**src/inc/fbc_consts.vh**
```
`ifndef FBC_CONSTS_VH
`define FBC_CONSTS_VH

// ----------------------------------------
// Register byte offsets.
// ----------------------------------------
`define FBC_OFF_CTRL 8'h00
`define FBC_OFF_SIZE 8'h04
`define FBC_OFF_PREWARN 8'h08
`define FBC_OFF_ALARM 8'h0c
`define FBC_OFF_UNITS 8'h10
`define FBC_OFF_CONV 8'h14
`define FBC_OFF_PRESET 8'h18
`define FBC_OFF_GRAND 8'h1c
`define FBC_OFF_COUNT 8'h20
`define FBC_OFF_RCOUNT 8'h24
`define FBC_OFF_BATCH 8'h28
`define FBC_OFF_STATUS 8'h2c
`define FBC_OFF_INT_STAT 8'h30
`define FBC_OFF_INT_MASK 8'h34
`define FBC_OFF_SCALED 8'h38

// ----------------------------------------
// Field positions.
// ----------------------------------------
`define FBC_CTRL_LOCK 0
`define FBC_CTRL_BATCH 1
`define FBC_CTRL_MODE_LO 2
`define FBC_CTRL_MODE_HI 3
`define FBC_CTRL_UP 4
`define FBC_ALARM2_LO 8
`define FBC_ALARM2_HI 14
`define FBC_UNIT_ABBR_LO 8
`define FBC_UNIT_ABBR_HI 31

// ----------------------------------------
// Count modes and unit codes.
// ----------------------------------------
`define FBC_MODE_FWD 2'h0
`define FBC_MODE_FWDREV 2'h1
`define FBC_MODE_NET 2'h2
`define FBC_UNIT_LAST 4'h3
`define FBC_UNIT_USER 4'hf

// ----------------------------------------
// Reset values and limits.
// ----------------------------------------
`define FBC_RST_CTRL 5'h01
`define FBC_RST_CONV 32'h0001_0000
`define FBC_CONV_FRAC 16
`define FBC_PCT_MAX 7'h63
`define FBC_ALT_TIME_MS 1000
`define FBC_CLK_KHZ 40000

`endif

```
**src/rtl/fbc_top.v**
```verilog
// Overview of operation
// Lock off lets software change batch size and prewarn freely.
// Lock on makes them read-only unless the setup path is unlocked.
// Batch mode enables batching and disables both flow alarms.
// Alarms work only with batch off; setpoints writable only with lock off. The code also writes them with lock on while setup_unlocked is high.
// Each alarm closes when flow percent reaches its 0 to 99 setpoint.
// Counting modes: forward only, separate forward and reverse, or net.
// Units come from a list or user code with three characters; invalid codes ignored.
// User units carry a gallons-per-unit factor that scales the totals. The code scales only the forward count, into scaled_total.
// Preset loads grand total with batch on, count with batch off.
// Batch count shown up or down; batch limit drives relay one, prewarn relay two.
// Status digits 1 and 2 show while the matching relay is commanded on.
// Reset re-arms the batch, enters ready and stops the alternating display.
// Start in ready or stopped energizes both relays and starts counting. From stopped past prewarn, the code keeps relay two off.
// Reaching prewarn drops relay two and enters the prewarn state.
// Completion releases relays, enters hold and alternates the display.
// Stop forces relays off, digits still show on, counting halts.
// From stopped, start resumes the batch and reset abandons it.
// Grand total takes all flow delivered into a batch, before a stop too.
// Batch advances one per registration unit; done when count equals size.
//
// Our own choices: the address map and the APB register port.
`include "fbc_consts.vh"

module fbc_top #(
	parameter BW = 20,
	parameter TW = 30,
	parameter ALT_CYCLES = `FBC_ALT_TIME_MS * `FBC_CLK_KHZ
) (
	input wire clock,
	input wire srst,
	input wire psel,
	input wire penable,
	input wire pwrite,
	input wire [7:0] paddr,
	input wire [31:0] pwdata,
	output reg [31:0] prdata,
	output wire pready,
	output wire pslverr,
	input wire rearm_btn,
	input wire start_btn,
	input wire stop_btn,
	input wire flow_pulse,
	input wire flow_rev,
	input wire [6:0] flow_pct,
	input wire setup_unlocked,
	output wire relay1,
	output wire relay2,
	output wire alarm1,
	output wire alarm2,
	output reg disp_digit1,
	output reg disp_digit2,
	output reg disp_show_batch,
	output reg [4:0] disp_state,
	output reg [BW-1:0] disp_batch,
	output wire irq
);

	// ----------------------------------------
	// States.
	// ----------------------------------------
	localparam [4:0] ST_READY = 5'h01;
	localparam [4:0] ST_RUN = 5'h02;
	localparam [4:0] ST_PRE = 5'h04;
	localparam [4:0] ST_HOLD = 5'h08;
	localparam [4:0] ST_STOP = 5'h10;
	localparam [31:0] ALT_LAST = ALT_CYCLES - 1;

	reg edit_lock;
	reg batch_en;
	reg [1:0] count_mode;
	reg count_up;
	reg [BW-1:0] batch_size;
	reg [BW-1:0] prewarn_level;
	reg [6:0] alarm_sp1;
	reg [6:0] alarm_sp2;
	reg [3:0] total_units;
	reg [23:0] unit_abbr;
	reg [31:0] conv_factor;
	reg [TW-1:0] grand_total;
	reg [TW-1:0] forward_counter;
	reg [TW-1:0] reverse_counter;
	reg [TW-1:0] scaled_total;
	reg [BW-1:0] batch_cnt;
	reg [4:0] state;
	reg [4:0] next_state;
	reg relay1_cmd;
	reg relay2_cmd;
	reg [3:0] int_stat;
	reg [3:0] int_mask;
	reg [31:0] alt_cnt;
	reg alt_tick;
	reg [31:0] rd_mux;
	wire rearm_lvl;
	wire start_lvl;
	wire stop_lvl;
	wire rev_lvl;
	wire flow_lvl;
	wire rearm_ev;
	wire start_ev;
	wire stop_ev;
	wire flow_ev;
	wire wr_en;
	wire rd_setup;
	wire mapped;
	wire size_wr_ok;
	wire alarm_wr_ok;
	wire running;
	wire qualified;
	wire prewarn_hit;
	wire done_hit;
	wire [3:0] events;
	wire [61:0] scale_prod;

	// ----------------------------------------
	// Push and flow inputs from outside the clock domain.
	// ----------------------------------------
	fbc_sync u_sync_rearm (.clock(clock), .srst(srst), .din(rearm_btn), .dout(rearm_lvl), .rise(rearm_ev));
	fbc_sync u_sync_start (.clock(clock), .srst(srst), .din(start_btn), .dout(start_lvl), .rise(start_ev));
	fbc_sync u_sync_stop (.clock(clock), .srst(srst), .din(stop_btn), .dout(stop_lvl), .rise(stop_ev));
	fbc_sync u_sync_flow (.clock(clock), .srst(srst), .din(flow_pulse), .dout(flow_lvl), .rise(flow_ev));
	fbc_sync u_sync_rev (.clock(clock), .srst(srst), .din(flow_rev), .dout(rev_lvl), .rise());

	// ----------------------------------------
	// Flow alarms.
	// ----------------------------------------
	fbc_alarm u_alarm1 (
		.clock(clock),
		.srst(srst),
		.enable(~batch_en),
		.flow_pct(flow_pct),
		.setpoint(alarm_sp1),
		.active(alarm1)
	);

	fbc_alarm u_alarm2 (
		.clock(clock),
		.srst(srst),
		.enable(~batch_en),
		.flow_pct(flow_pct),
		.setpoint(alarm_sp2),
		.active(alarm2)
	);

	// ----------------------------------------
	// APB decode.
	// ----------------------------------------
	assign pready = 1'b1;
	assign wr_en = psel & penable & pwrite & mapped;
	assign rd_setup = psel & ~penable & ~pwrite;
	assign mapped = (paddr[1:0] == 2'h0) && (paddr <= `FBC_OFF_SCALED);
	assign pslverr = psel & penable & ~mapped;
	assign size_wr_ok = ~edit_lock | setup_unlocked;
	assign alarm_wr_ok = ~batch_en & (~edit_lock | setup_unlocked);

	always @* begin
		rd_mux = 32'h0000_0000;
		case (paddr)
			`FBC_OFF_CTRL: rd_mux = {27'h0, count_up, count_mode, batch_en, edit_lock};
			`FBC_OFF_SIZE: rd_mux[BW-1:0] = batch_size;
			`FBC_OFF_PREWARN: rd_mux[BW-1:0] = prewarn_level;
			`FBC_OFF_ALARM: rd_mux = {17'h0, alarm_sp2, 1'b0, alarm_sp1};
			`FBC_OFF_UNITS: rd_mux = {unit_abbr, 4'h0, total_units};
			`FBC_OFF_CONV: rd_mux = conv_factor;
			`FBC_OFF_GRAND: rd_mux[TW-1:0] = grand_total;
			`FBC_OFF_COUNT: rd_mux[TW-1:0] = forward_counter;
			`FBC_OFF_RCOUNT: rd_mux[TW-1:0] = reverse_counter;
			`FBC_OFF_BATCH: rd_mux[BW-1:0] = disp_batch;
			`FBC_OFF_STATUS: rd_mux = {20'h0, alarm2, alarm1, relay2, relay1, relay2_cmd, relay1_cmd, 1'b0, state};
			`FBC_OFF_INT_STAT: rd_mux = {28'h0, int_stat};
			`FBC_OFF_INT_MASK: rd_mux = {28'h0, int_mask};
			`FBC_OFF_SCALED: rd_mux[TW-1:0] = scaled_total;
			default: rd_mux = 32'h0000_0000;
		endcase
	end

	always @(posedge clock) begin
		if (srst) begin
			prdata <= 32'h0000_0000;
		end else if (rd_setup) begin
			prdata <= rd_mux;
		end
	end

	// ----------------------------------------
	// Configuration registers.
	// ----------------------------------------
	always @(posedge clock) begin
		if (srst) begin
			{count_up, count_mode, batch_en, edit_lock} <= `FBC_RST_CTRL;
			batch_size <= {BW{1'b0}};
			prewarn_level <= {BW{1'b0}};
			alarm_sp1 <= 7'h00;
			alarm_sp2 <= 7'h00;
			total_units <= 4'h0;
			unit_abbr <= 24'h000000;
			conv_factor <= `FBC_RST_CONV;
			int_mask <= 4'h0;
		end else if (wr_en) begin
			case (paddr)
				`FBC_OFF_CTRL: begin
					edit_lock <= pwdata[`FBC_CTRL_LOCK];
					batch_en <= pwdata[`FBC_CTRL_BATCH];
					if (pwdata[`FBC_CTRL_MODE_HI:`FBC_CTRL_MODE_LO] <= `FBC_MODE_NET) begin
						count_mode <= pwdata[`FBC_CTRL_MODE_HI:`FBC_CTRL_MODE_LO];
					end
					count_up <= pwdata[`FBC_CTRL_UP];
				end
				`FBC_OFF_SIZE: begin
					if (size_wr_ok) begin
						batch_size <= pwdata[BW-1:0];
					end
				end
				`FBC_OFF_PREWARN: begin
					if (size_wr_ok) begin
						prewarn_level <= pwdata[BW-1:0];
					end
				end
				`FBC_OFF_ALARM: begin
					if (alarm_wr_ok && pwdata[6:0] <= `FBC_PCT_MAX &&
						pwdata[`FBC_ALARM2_HI:`FBC_ALARM2_LO] <= `FBC_PCT_MAX) begin
						alarm_sp1 <= pwdata[6:0];
						alarm_sp2 <= pwdata[`FBC_ALARM2_HI:`FBC_ALARM2_LO];
					end
				end
				`FBC_OFF_UNITS: begin
					if (pwdata[3:0] <= `FBC_UNIT_LAST || pwdata[3:0] == `FBC_UNIT_USER) begin
						total_units <= pwdata[3:0];
						unit_abbr <= pwdata[`FBC_UNIT_ABBR_HI:`FBC_UNIT_ABBR_LO];
					end
				end
				`FBC_OFF_CONV: conv_factor <= pwdata;
				`FBC_OFF_INT_MASK: int_mask <= pwdata[3:0];
				default: begin
				end
			endcase
		end
	end

	// ----------------------------------------
	// Batch sequencer.
	// ----------------------------------------
	assign running = (state == ST_RUN) || (state == ST_PRE);
	assign qualified = running & flow_ev & ~rev_lvl;
	assign prewarn_hit = (state == ST_RUN) && qualified && (batch_cnt + 1'b1 >= prewarn_level);
	assign done_hit = running && qualified && (batch_cnt + 1'b1 == batch_size);

	always @* begin
		next_state = state;
		case (state)
			ST_READY: begin
				if (start_ev) next_state = ST_RUN;
			end
			ST_RUN: begin
				if (rearm_ev) next_state = ST_READY;
				else if (stop_ev) next_state = ST_STOP;
				else if (done_hit) next_state = ST_HOLD;
				else if (prewarn_hit) next_state = ST_PRE;
			end
			ST_PRE: begin
				if (rearm_ev) next_state = ST_READY;
				else if (stop_ev) next_state = ST_STOP;
				else if (done_hit) next_state = ST_HOLD;
			end
			ST_HOLD: begin
				if (rearm_ev) next_state = ST_READY;
			end
			ST_STOP: begin
				if (rearm_ev) next_state = ST_READY;
				else if (start_ev && relay2_cmd) next_state = ST_RUN;
				else if (start_ev) next_state = ST_PRE;
			end
			default: next_state = ST_HOLD;
		endcase
		if (!batch_en) next_state = ST_HOLD;
	end

	always @(posedge clock) begin
		if (srst) begin
			state <= ST_HOLD;
			relay1_cmd <= 1'b0;
			relay2_cmd <= 1'b0;
			batch_cnt <= {BW{1'b0}};
		end else begin
			state <= next_state;
			if (next_state == ST_READY) begin
				batch_cnt <= {BW{1'b0}};
				relay1_cmd <= 1'b0;
				relay2_cmd <= 1'b0;
			end else if (next_state == ST_HOLD) begin
				relay1_cmd <= 1'b0;
				relay2_cmd <= 1'b0;
				if (qualified) batch_cnt <= batch_cnt + 1'b1;
			end else begin
				if (state == ST_READY && next_state == ST_RUN) begin
					relay1_cmd <= 1'b1;
					relay2_cmd <= 1'b1;
				end
				if (next_state == ST_PRE) relay2_cmd <= 1'b0;
				if (qualified) batch_cnt <= batch_cnt + 1'b1;
			end
		end
	end

	assign relay1 = relay1_cmd & (state != ST_STOP);
	assign relay2 = relay2_cmd & (state != ST_STOP);

	// ----------------------------------------
	// Totals.
	// ----------------------------------------
	assign scale_prod = {32'h0, forward_counter} * {30'h0, conv_factor};

	always @(posedge clock) begin
		if (srst) begin
			grand_total <= {TW{1'b0}};
			forward_counter <= {TW{1'b0}};
			reverse_counter <= {TW{1'b0}};
			scaled_total <= {TW{1'b0}};
		end else begin
			scaled_total <= scale_prod[TW+`FBC_CONV_FRAC-1:`FBC_CONV_FRAC];
			if (wr_en && paddr == `FBC_OFF_PRESET) begin
				if (batch_en) grand_total <= pwdata[TW-1:0];
				else forward_counter <= pwdata[TW-1:0];
			end else begin
				if (qualified) grand_total <= grand_total + 1'b1;
				if (flow_ev && !batch_en) begin
					if (!rev_lvl) forward_counter <= forward_counter + 1'b1;
					else if (count_mode == `FBC_MODE_NET) forward_counter <= forward_counter - 1'b1;
					else if (count_mode == `FBC_MODE_FWDREV) reverse_counter <= reverse_counter + 1'b1;
				end
			end
		end
	end

	// ----------------------------------------
	// Status display.
	// ----------------------------------------
	always @(posedge clock) begin
		if (srst) begin
			alt_cnt <= 32'h0000_0000;
			alt_tick <= 1'b0;
		end else begin
			alt_tick <= 1'b0;
			if (alt_cnt >= ALT_LAST) begin
				alt_cnt <= 32'h0000_0000;
				alt_tick <= 1'b1;
			end else begin
				alt_cnt <= alt_cnt + 32'h0000_0001;
			end
		end
	end

	always @(posedge clock) begin
		if (srst) begin
			disp_digit1 <= 1'b0;
			disp_digit2 <= 1'b0;
			disp_show_batch <= 1'b0;
			disp_state <= ST_HOLD;
			disp_batch <= {BW{1'b0}};
		end else begin
			disp_digit1 <= relay1_cmd;
			disp_digit2 <= relay2_cmd;
			disp_state <= state;
			disp_batch <= count_up ? batch_cnt : batch_size - batch_cnt;
			if (state != ST_HOLD) disp_show_batch <= 1'b1;
			else if (alt_tick) disp_show_batch <= ~disp_show_batch;
		end
	end

	// ----------------------------------------
	// Interrupts.
	// ----------------------------------------
	assign events = {stop_ev & running, done_hit, prewarn_hit, start_ev & (state == ST_READY || state == ST_STOP)};

	always @(posedge clock) begin
		if (srst) begin
			int_stat <= 4'h0;
		end else if (wr_en && paddr == `FBC_OFF_INT_STAT) begin
			int_stat <= (int_stat & ~pwdata[3:0]) | events;
		end else begin
			int_stat <= int_stat | events;
		end
	end

	assign irq = |(int_stat & int_mask);

endmodule

```
**src/rtl/fbc_sync.v**
```verilog
module fbc_sync (
	input wire clock,
	input wire srst,
	input wire din,
	output reg dout,
	output reg rise
);

	reg ff1;
	reg ff2;
	reg ff3;

	// ----------------------------------------
	// Three stages; a change counts once the last two agree.
	// ----------------------------------------
	always @(posedge clock) begin
		if (srst) begin
			ff1 <= 1'b0;
			ff2 <= 1'b0;
			ff3 <= 1'b0;
			dout <= 1'b0;
			rise <= 1'b0;
		end else begin
			ff1 <= din;
			ff2 <= ff1;
			ff3 <= ff2;
			rise <= 1'b0;
			if (ff2 == ff3) begin
				dout <= ff3;
				rise <= ff3 & ~dout;
			end
		end
	end

endmodule

```
**src/rtl/fbc_alarm.v**
```verilog
module fbc_alarm (
	input wire clock,
	input wire srst,
	input wire enable,
	input wire [6:0] flow_pct,
	input wire [6:0] setpoint,
	output reg active
);

	// ----------------------------------------
	// Contact closes once flow reaches the setpoint.
	// ----------------------------------------
	always @(posedge clock) begin
		if (srst) begin
			active <= 1'b0;
		end else begin
			active <= enable & (flow_pct >= setpoint);
		end
	end

endmodule

```
**config.mk**
```make
export PLATFORM = sky130hd
export DESIGN_NAME = fbc_top
export DESIGN_NICKNAME = d
export VERILOG_FILES = /design/src/rtl/fbc_top.v /design/src/rtl/fbc_sync.v /design/src/rtl/fbc_alarm.v
export VERILOG_INCLUDE_DIRS = /design/src /design/src/inc
export SDC_FILE = /design/constraint.sdc
export NUM_CORES = 2
export LEC_CHECK = 0
export BUFFER_PORTS_ARGS = -buffer_cell sky130_fd_sc_hd__buf_2
export CELL_PAD_IN_SITES_DETAIL_PLACEMENT = 0
export CELL_PAD_IN_SITES_GLOBAL_PLACEMENT = 1
export CORE_MARGIN = 5
export CORE_UTILIZATION = 33
export DETAILED_ROUTE_END_ITERATION = 6
export PLACE_DENSITY_LB_ADDON = 0.1
export SYNTH_ARGS = -nofsm -noshare
export SYNTH_HDL_FRONTEND = slang
export SYNTH_HIERARCHICAL = 1
export SYNTH_SLANG_ARGS = --single-unit
```
**constraint.sdc**
```tcl
create_clock -name clock -period 15.3 [get_ports clock]
set_clock_uncertainty 0.1 [all_clocks]
set_input_delay 1.53 -clock clock [delete_from_list [all_inputs] [get_ports clock]]
set_output_delay 1.53 -clock clock [all_outputs]
set_load 0.01 [all_outputs]
```
# [After elaboration in Yosys (flattened, before gate mapping)]
# Cells that the tools add are included.
[op_classes] add_sub_neg=7 mul=1 n_lt_le_gt_ge=9 n_eq_ne=37 mux=30 bitwise_logic=42 reduce_logical=41
[ops] operator="$pmux 20 s14" count=1
[ops] operator="$mux 30" count=8
[ops] operator="$add 30x1->30 const B" count=3
[ops] operator="$mux 5" count=13
[ops] operator="$pmux 10 s6" count=1
[ops] operator="$eq 8x6->1 const B" count=7
[ops] operator="$mul 30x32->46" count=1
[ops] operator="$add 32x1->32 const B" count=1
[ops] operator="$eq 8x5->1 const B" count=4
[ops] operator="$ge 32x26->1 const B" count=1
[ops] operator="$sub 30x1->30 const B" count=1
[ops] operator="$pmux 5 s5" count=1
[ops] operator="$add 20x1->20 const B" count=1
[ops] operator="$eq 20x20->1" count=1
[ops] operator="$ge 20x20->1" count=1
[ops] operator="$mux 20" count=1
[ops] operator="$sub 20x20->20" count=1
[ops] operator="$and 1x1->1" count=19
[ops] operator="$reduce_and 3->1" count=6
[ops] operator="$not 1->1" count=17
[ops] operator="$eq 8x4->1 const B" count=2
[ops] operator="$ge 7x7->1" count=2
[ops] operator="$le 7x7->1 const B" count=2
[ops] operator="$logic_and 1x1->1" count=12
[ops] operator="other kinds (34)" count=60
[word_totals] reg_bits=393 output_inout_bits=67 wordCells=222

# [Depth between registers and ports, before layout]
[logic_depth] depth_word=14 mapped_depth=29 mapped_depth_nobuf=28

# [By module]
# Netlist, hierarchy kept.
[by_module_without_submodules] module="fbc_top" n_inst=1 cells_each=5184 area_each_um2=44375.1 seq_area_each_um2=7347.0
[by_module_without_submodules] module="fbc_sync" n_inst=5 cells_each=12 area_each_um2=148.9 seq_area_each_um2=100.1
[by_module_without_submodules] module="fbc_alarm" n_inst=2 cells_each=25 area_each_um2=201.4 seq_area_each_um2=20.0

# [Least setup slack after synthesis]
# Ideal clock, no wire load.
[synth_path] path_type="register to register" startpoint="register forward_counter[4]" endpoint="register scaled_total[26]" setup_time_ns=0.128 arrival_time_ns=7.125 slack_ns=7.947 stages_incl_launch_ff=26 n_path_buf=1 period_less_slack_ns=7.353 path_cell_list="dfxtp_1 > clkbuf_1 > and2_1 > fa_1 > fa_1 > fa_1 > inv_1 > fa_1 > inv_1 > fa_1 > fa_1 > fa_1 > inv_1 > fa_1 > inv_1 > ha_1 > a2111oi_0 > o21ai_0 > o21ai_0 > o22ai_1 > or4_1 > a41o_1 > a31oi_1 > o21ai_0 > xnor2_1 > nor2_1"
[synth_between] elab_chain_len=1
[synth_rtl] item="start: declaration" line_no="fbc_top.v:81" text="reg [TW-1:0] forward_counter;"
[synth_rtl] item="start signal: assignment" line_no="fbc_top.v:316" text="forward_counter <= {TW{1'b0}};"
[synth_rtl] item="start signal: assignment" line_no="fbc_top.v:323" text="else forward_counter <= pwdata[TW-1:0];"
[synth_rtl] item="start signal: assignment" line_no="fbc_top.v:327" text="if (!rev_lvl) forward_counter <= forward_counter + 1'b1;"
[synth_rtl] item="$mul 30x32->46" line_no="fbc_top.v:311" text="assign scale_prod = {32'h0, forward_counter} * {30'h0, conv_factor};"
[synth_rtl] item="end signal: assignment" line_no="fbc_top.v:318" text="scaled_total <= {TW{1'b0}};"
[synth_rtl] item="end signal: assignment" line_no="fbc_top.v:320" text="scaled_total <= scale_prod[TW+`FBC_CONV_FRAC-1:`FBC_CONV_FRAC];"
[synth_rtl] item="end: declaration" line_no="fbc_top.v:83" text="reg [TW-1:0] scaled_total;"
# No other way between the ends.
# A chain may end at the register's enable or synchronous reset.

# [Worst setup path after layout]
[layout_path] startpoint="register conv_factor[14]" endpoint="register scaled_total[29]"
[layout_between] elab_chain_len=1
[layout_rtl] item="start: declaration" line_no="fbc_top.v:79" text="reg [31:0] conv_factor;"
[layout_rtl] item="start signal: assignment" line_no="fbc_top.v:197" text="conv_factor <= `FBC_RST_CONV;"
[layout_rtl] item="start signal: assignment" line_no="fbc_top.v:232" text="`FBC_OFF_CONV: conv_factor <= pwdata;"
[layout_rtl] item="$mul 30x32->46" line_no="fbc_top.v:311"
# No other way between the ends.

==> results.ini <==
[placement]
dpl_cell_area_um2 = 48000
placed_cells = 6998
routabilityCongestion = 0.830
hpwl_um = 124000
port_buffers = 123
dp_slack_ns = 6.84

[power]
switching_power_uw = 579
clkPwrFrac = 0.519
ir_drop_uv = 70.6
totalPowerFinal_mw = 2.31
power_density_nw_per_um2 = 46.7
seqPwrFrac = 0.446
p_int_mw = 1.74
netSwitchingFraction = 0.250
p_leak_nw = 22.8
p_comb_frac = 0.035

[timing]
worstMarginPinSlew_ns = 1.22
fin_tns_setup_ns = 0
hold_ws_ns = 0.336
layout_setup_ws_ns = 6.80
fin_crit_sh = 0.556
final_max_slew_viol_count = 0
fmax_ghz = 0.118
rsz0062_at_grt = false
fin_crit_ns = 8.50
slew_headroom = 0.184
setup_viol = 0
hold_viol_final = 0

[routing]
drc = 0
drtIter0Drc = 2148
vias_per_cell = 5.06
totalWireLength_um = 165000
avgRoutedWirePerCell_um = 23.3
ant_nets = 0
num_vias = 35800
firstDrtPassIters = 6

[setup_path]
crit_top_cell = fa_1
critPathLaunch = conv_factor[14]
crit_path_end_kind = flop
slowest_stage = or4_1
worstPathRequired_ns = 15.66
worst-path-buf-inv = 5
reg2reg_from = conv_factor[14]
cpPeakStageDelay_ns = 0.66
crit_family = adder cells
setup.worst_path.class = flop to flop
crit_path_start_kind = flop
worstPathArrival_ns = 8.86
critPathMaxFanout = 30

[synthesis]
synth_area_um2 = 45500
netlist_instances = 5292
syn_avg_cell_area_um2 = 8.60
ys_warn_count = 6

[cells_and_area]
final_nets = 6277
final_area_um2 = 49600
fin_util = 0.361
finalNonFillerCells = 7084
layout-drive-gt1-share = 0.0649
area_growth_pct = 9.01

[cts]
cts_buffers = 48
htreeDepth = 2
hold_buffers = 0
cts.sinks = 393
cts.clk_slew.worst_paths_ns = 0.06
root_buffer = clkbuf_16
insertion_delay_ns = 0.63
post_cts_buffers = 0
clock_path_buffers = 3
postCtsResizedCells = 0
cts_tree = yes

[die]
die_x_um = 381
rows = 136
die_area_um2 = 145000
start_util = 0.331
ios = 125
core_area_um2 = 137000
fp.dieH_um = 381

[global_routing]
antenna_found_initial = 7
grt_max_degree = 86
gr-total-overflow = 0
grt_pass1_vias = 37600
grtUsageTotal = 0.226
grt_pass1_wl_um = 250000

[worst_hold_path]
min_path_type = flop to flop
holdCritStartpoint = u_sync_rearm/ff1

[flow_run]
maxCapViolations = 0

[outcome]
status = complete, no violations

cell usage in the layout (no fill, tap or decap), drive strengths merged, types with 8 or more instances in the layout:
| cell type | instances |
|---|---|
| dfxtp | 393 |
| and2 | 495 |
| a22o | 42 |
| o211ai | 8 |
| clkinv | 13 |
| a21oi | 238 |
| a222oi | 10 |
| nand4 | 38 |
| o22ai | 15 |
| xnor2 | 132 |
| or2 | 8 |
| o21a | 12 |
| inv | 826 |
| nor2 | 344 |
| mux2i | 50 |
| nand2 | 673 |
| nor2b | 34 |
| or3 | 17 |
| nor4 | 10 |
| a22oi | 37 |
| o21ai | 100 |
| or4 | 15 |
| buf | 222 |
| nor3 | 51 |
| a311oi | 14 |
| clkbuf | 64 |
| ha | 245 |
| a221oi | 56 |
| xor2 | 66 |
| and3 | 32 |
| fa | 720 |
| nand2b | 18 |
| a31oi | 39 |
| nand3 | 80 |
| a21o | 34 |
| o21bai | 13 |
| a211oi | 35 |
registers in the layout, summed over array words and instances, names as in the netlist, 4 cells and up:
register         count
alt_cnt             32
disp_batch          20
batch_cnt           20
reverse_counter     30
scaled_total        30
prewarn_level       20
grand_total         30
prdata              32
total_units          4
forward_counter     30
alarm_sp1            7
unit_abbr           24
state                5
int_stat             4
batch_size          20
alarm_sp2            7
conv_factor         32
disp_state           5
int_mask             4
layout make-up:
cell class | instances | area [um^2]
Tap cell | 1794 | 2240
Inverter | 827 | 3100
Antenna cell | 4 | 10.0
Clock buffer | 64 | 1350
Clock inverter | 18 | 235
Multi-Input combinational cell | 3762 | 33400
Fill cell | 14300 | 87700
Timing Repair Buffer | 222 | 1370
Sequential cell | 393 | 7870
per-layer routing:
| layer | part of all wire | vias up | global-route usage |
|---|---|---|---|
| li1 | - | 16500 | - |
| met1 | 0.47 | 18400 | 0.321 |
| met2 | 0.47 | 740 | 0.382 |
| met3 | 0.038 | 130 | 0.0189 |
| met4 | 0.018 | 0 | 0.0387 |
| met5 | 0 | - | 0 |
path summary, 6_finish.rpt:
check	end	slack [ns]	depth (start not counted)
max	scaled_total[29]	6.80	25
min	u_sync_rearm/ff2	0.34	1
max reg2reg	scaled_total[29]	6.80	25
min reg2reg	u_sync_rearm/ff2	0.34	1
power groups by stage:
stage	combinational [mW]	clock [mW]	sequential, mW
after floorplan	0.0339	0	1.05
after global placement	0.0813	0	1.06
after detailed placement	0.0815	0	1.06
after CTS	0.0818	1.24	1.03
after global routing	0.0861	1.27	1.03
final	0.0813	1.20	1.03
Power figures use the tool's default switching activity.
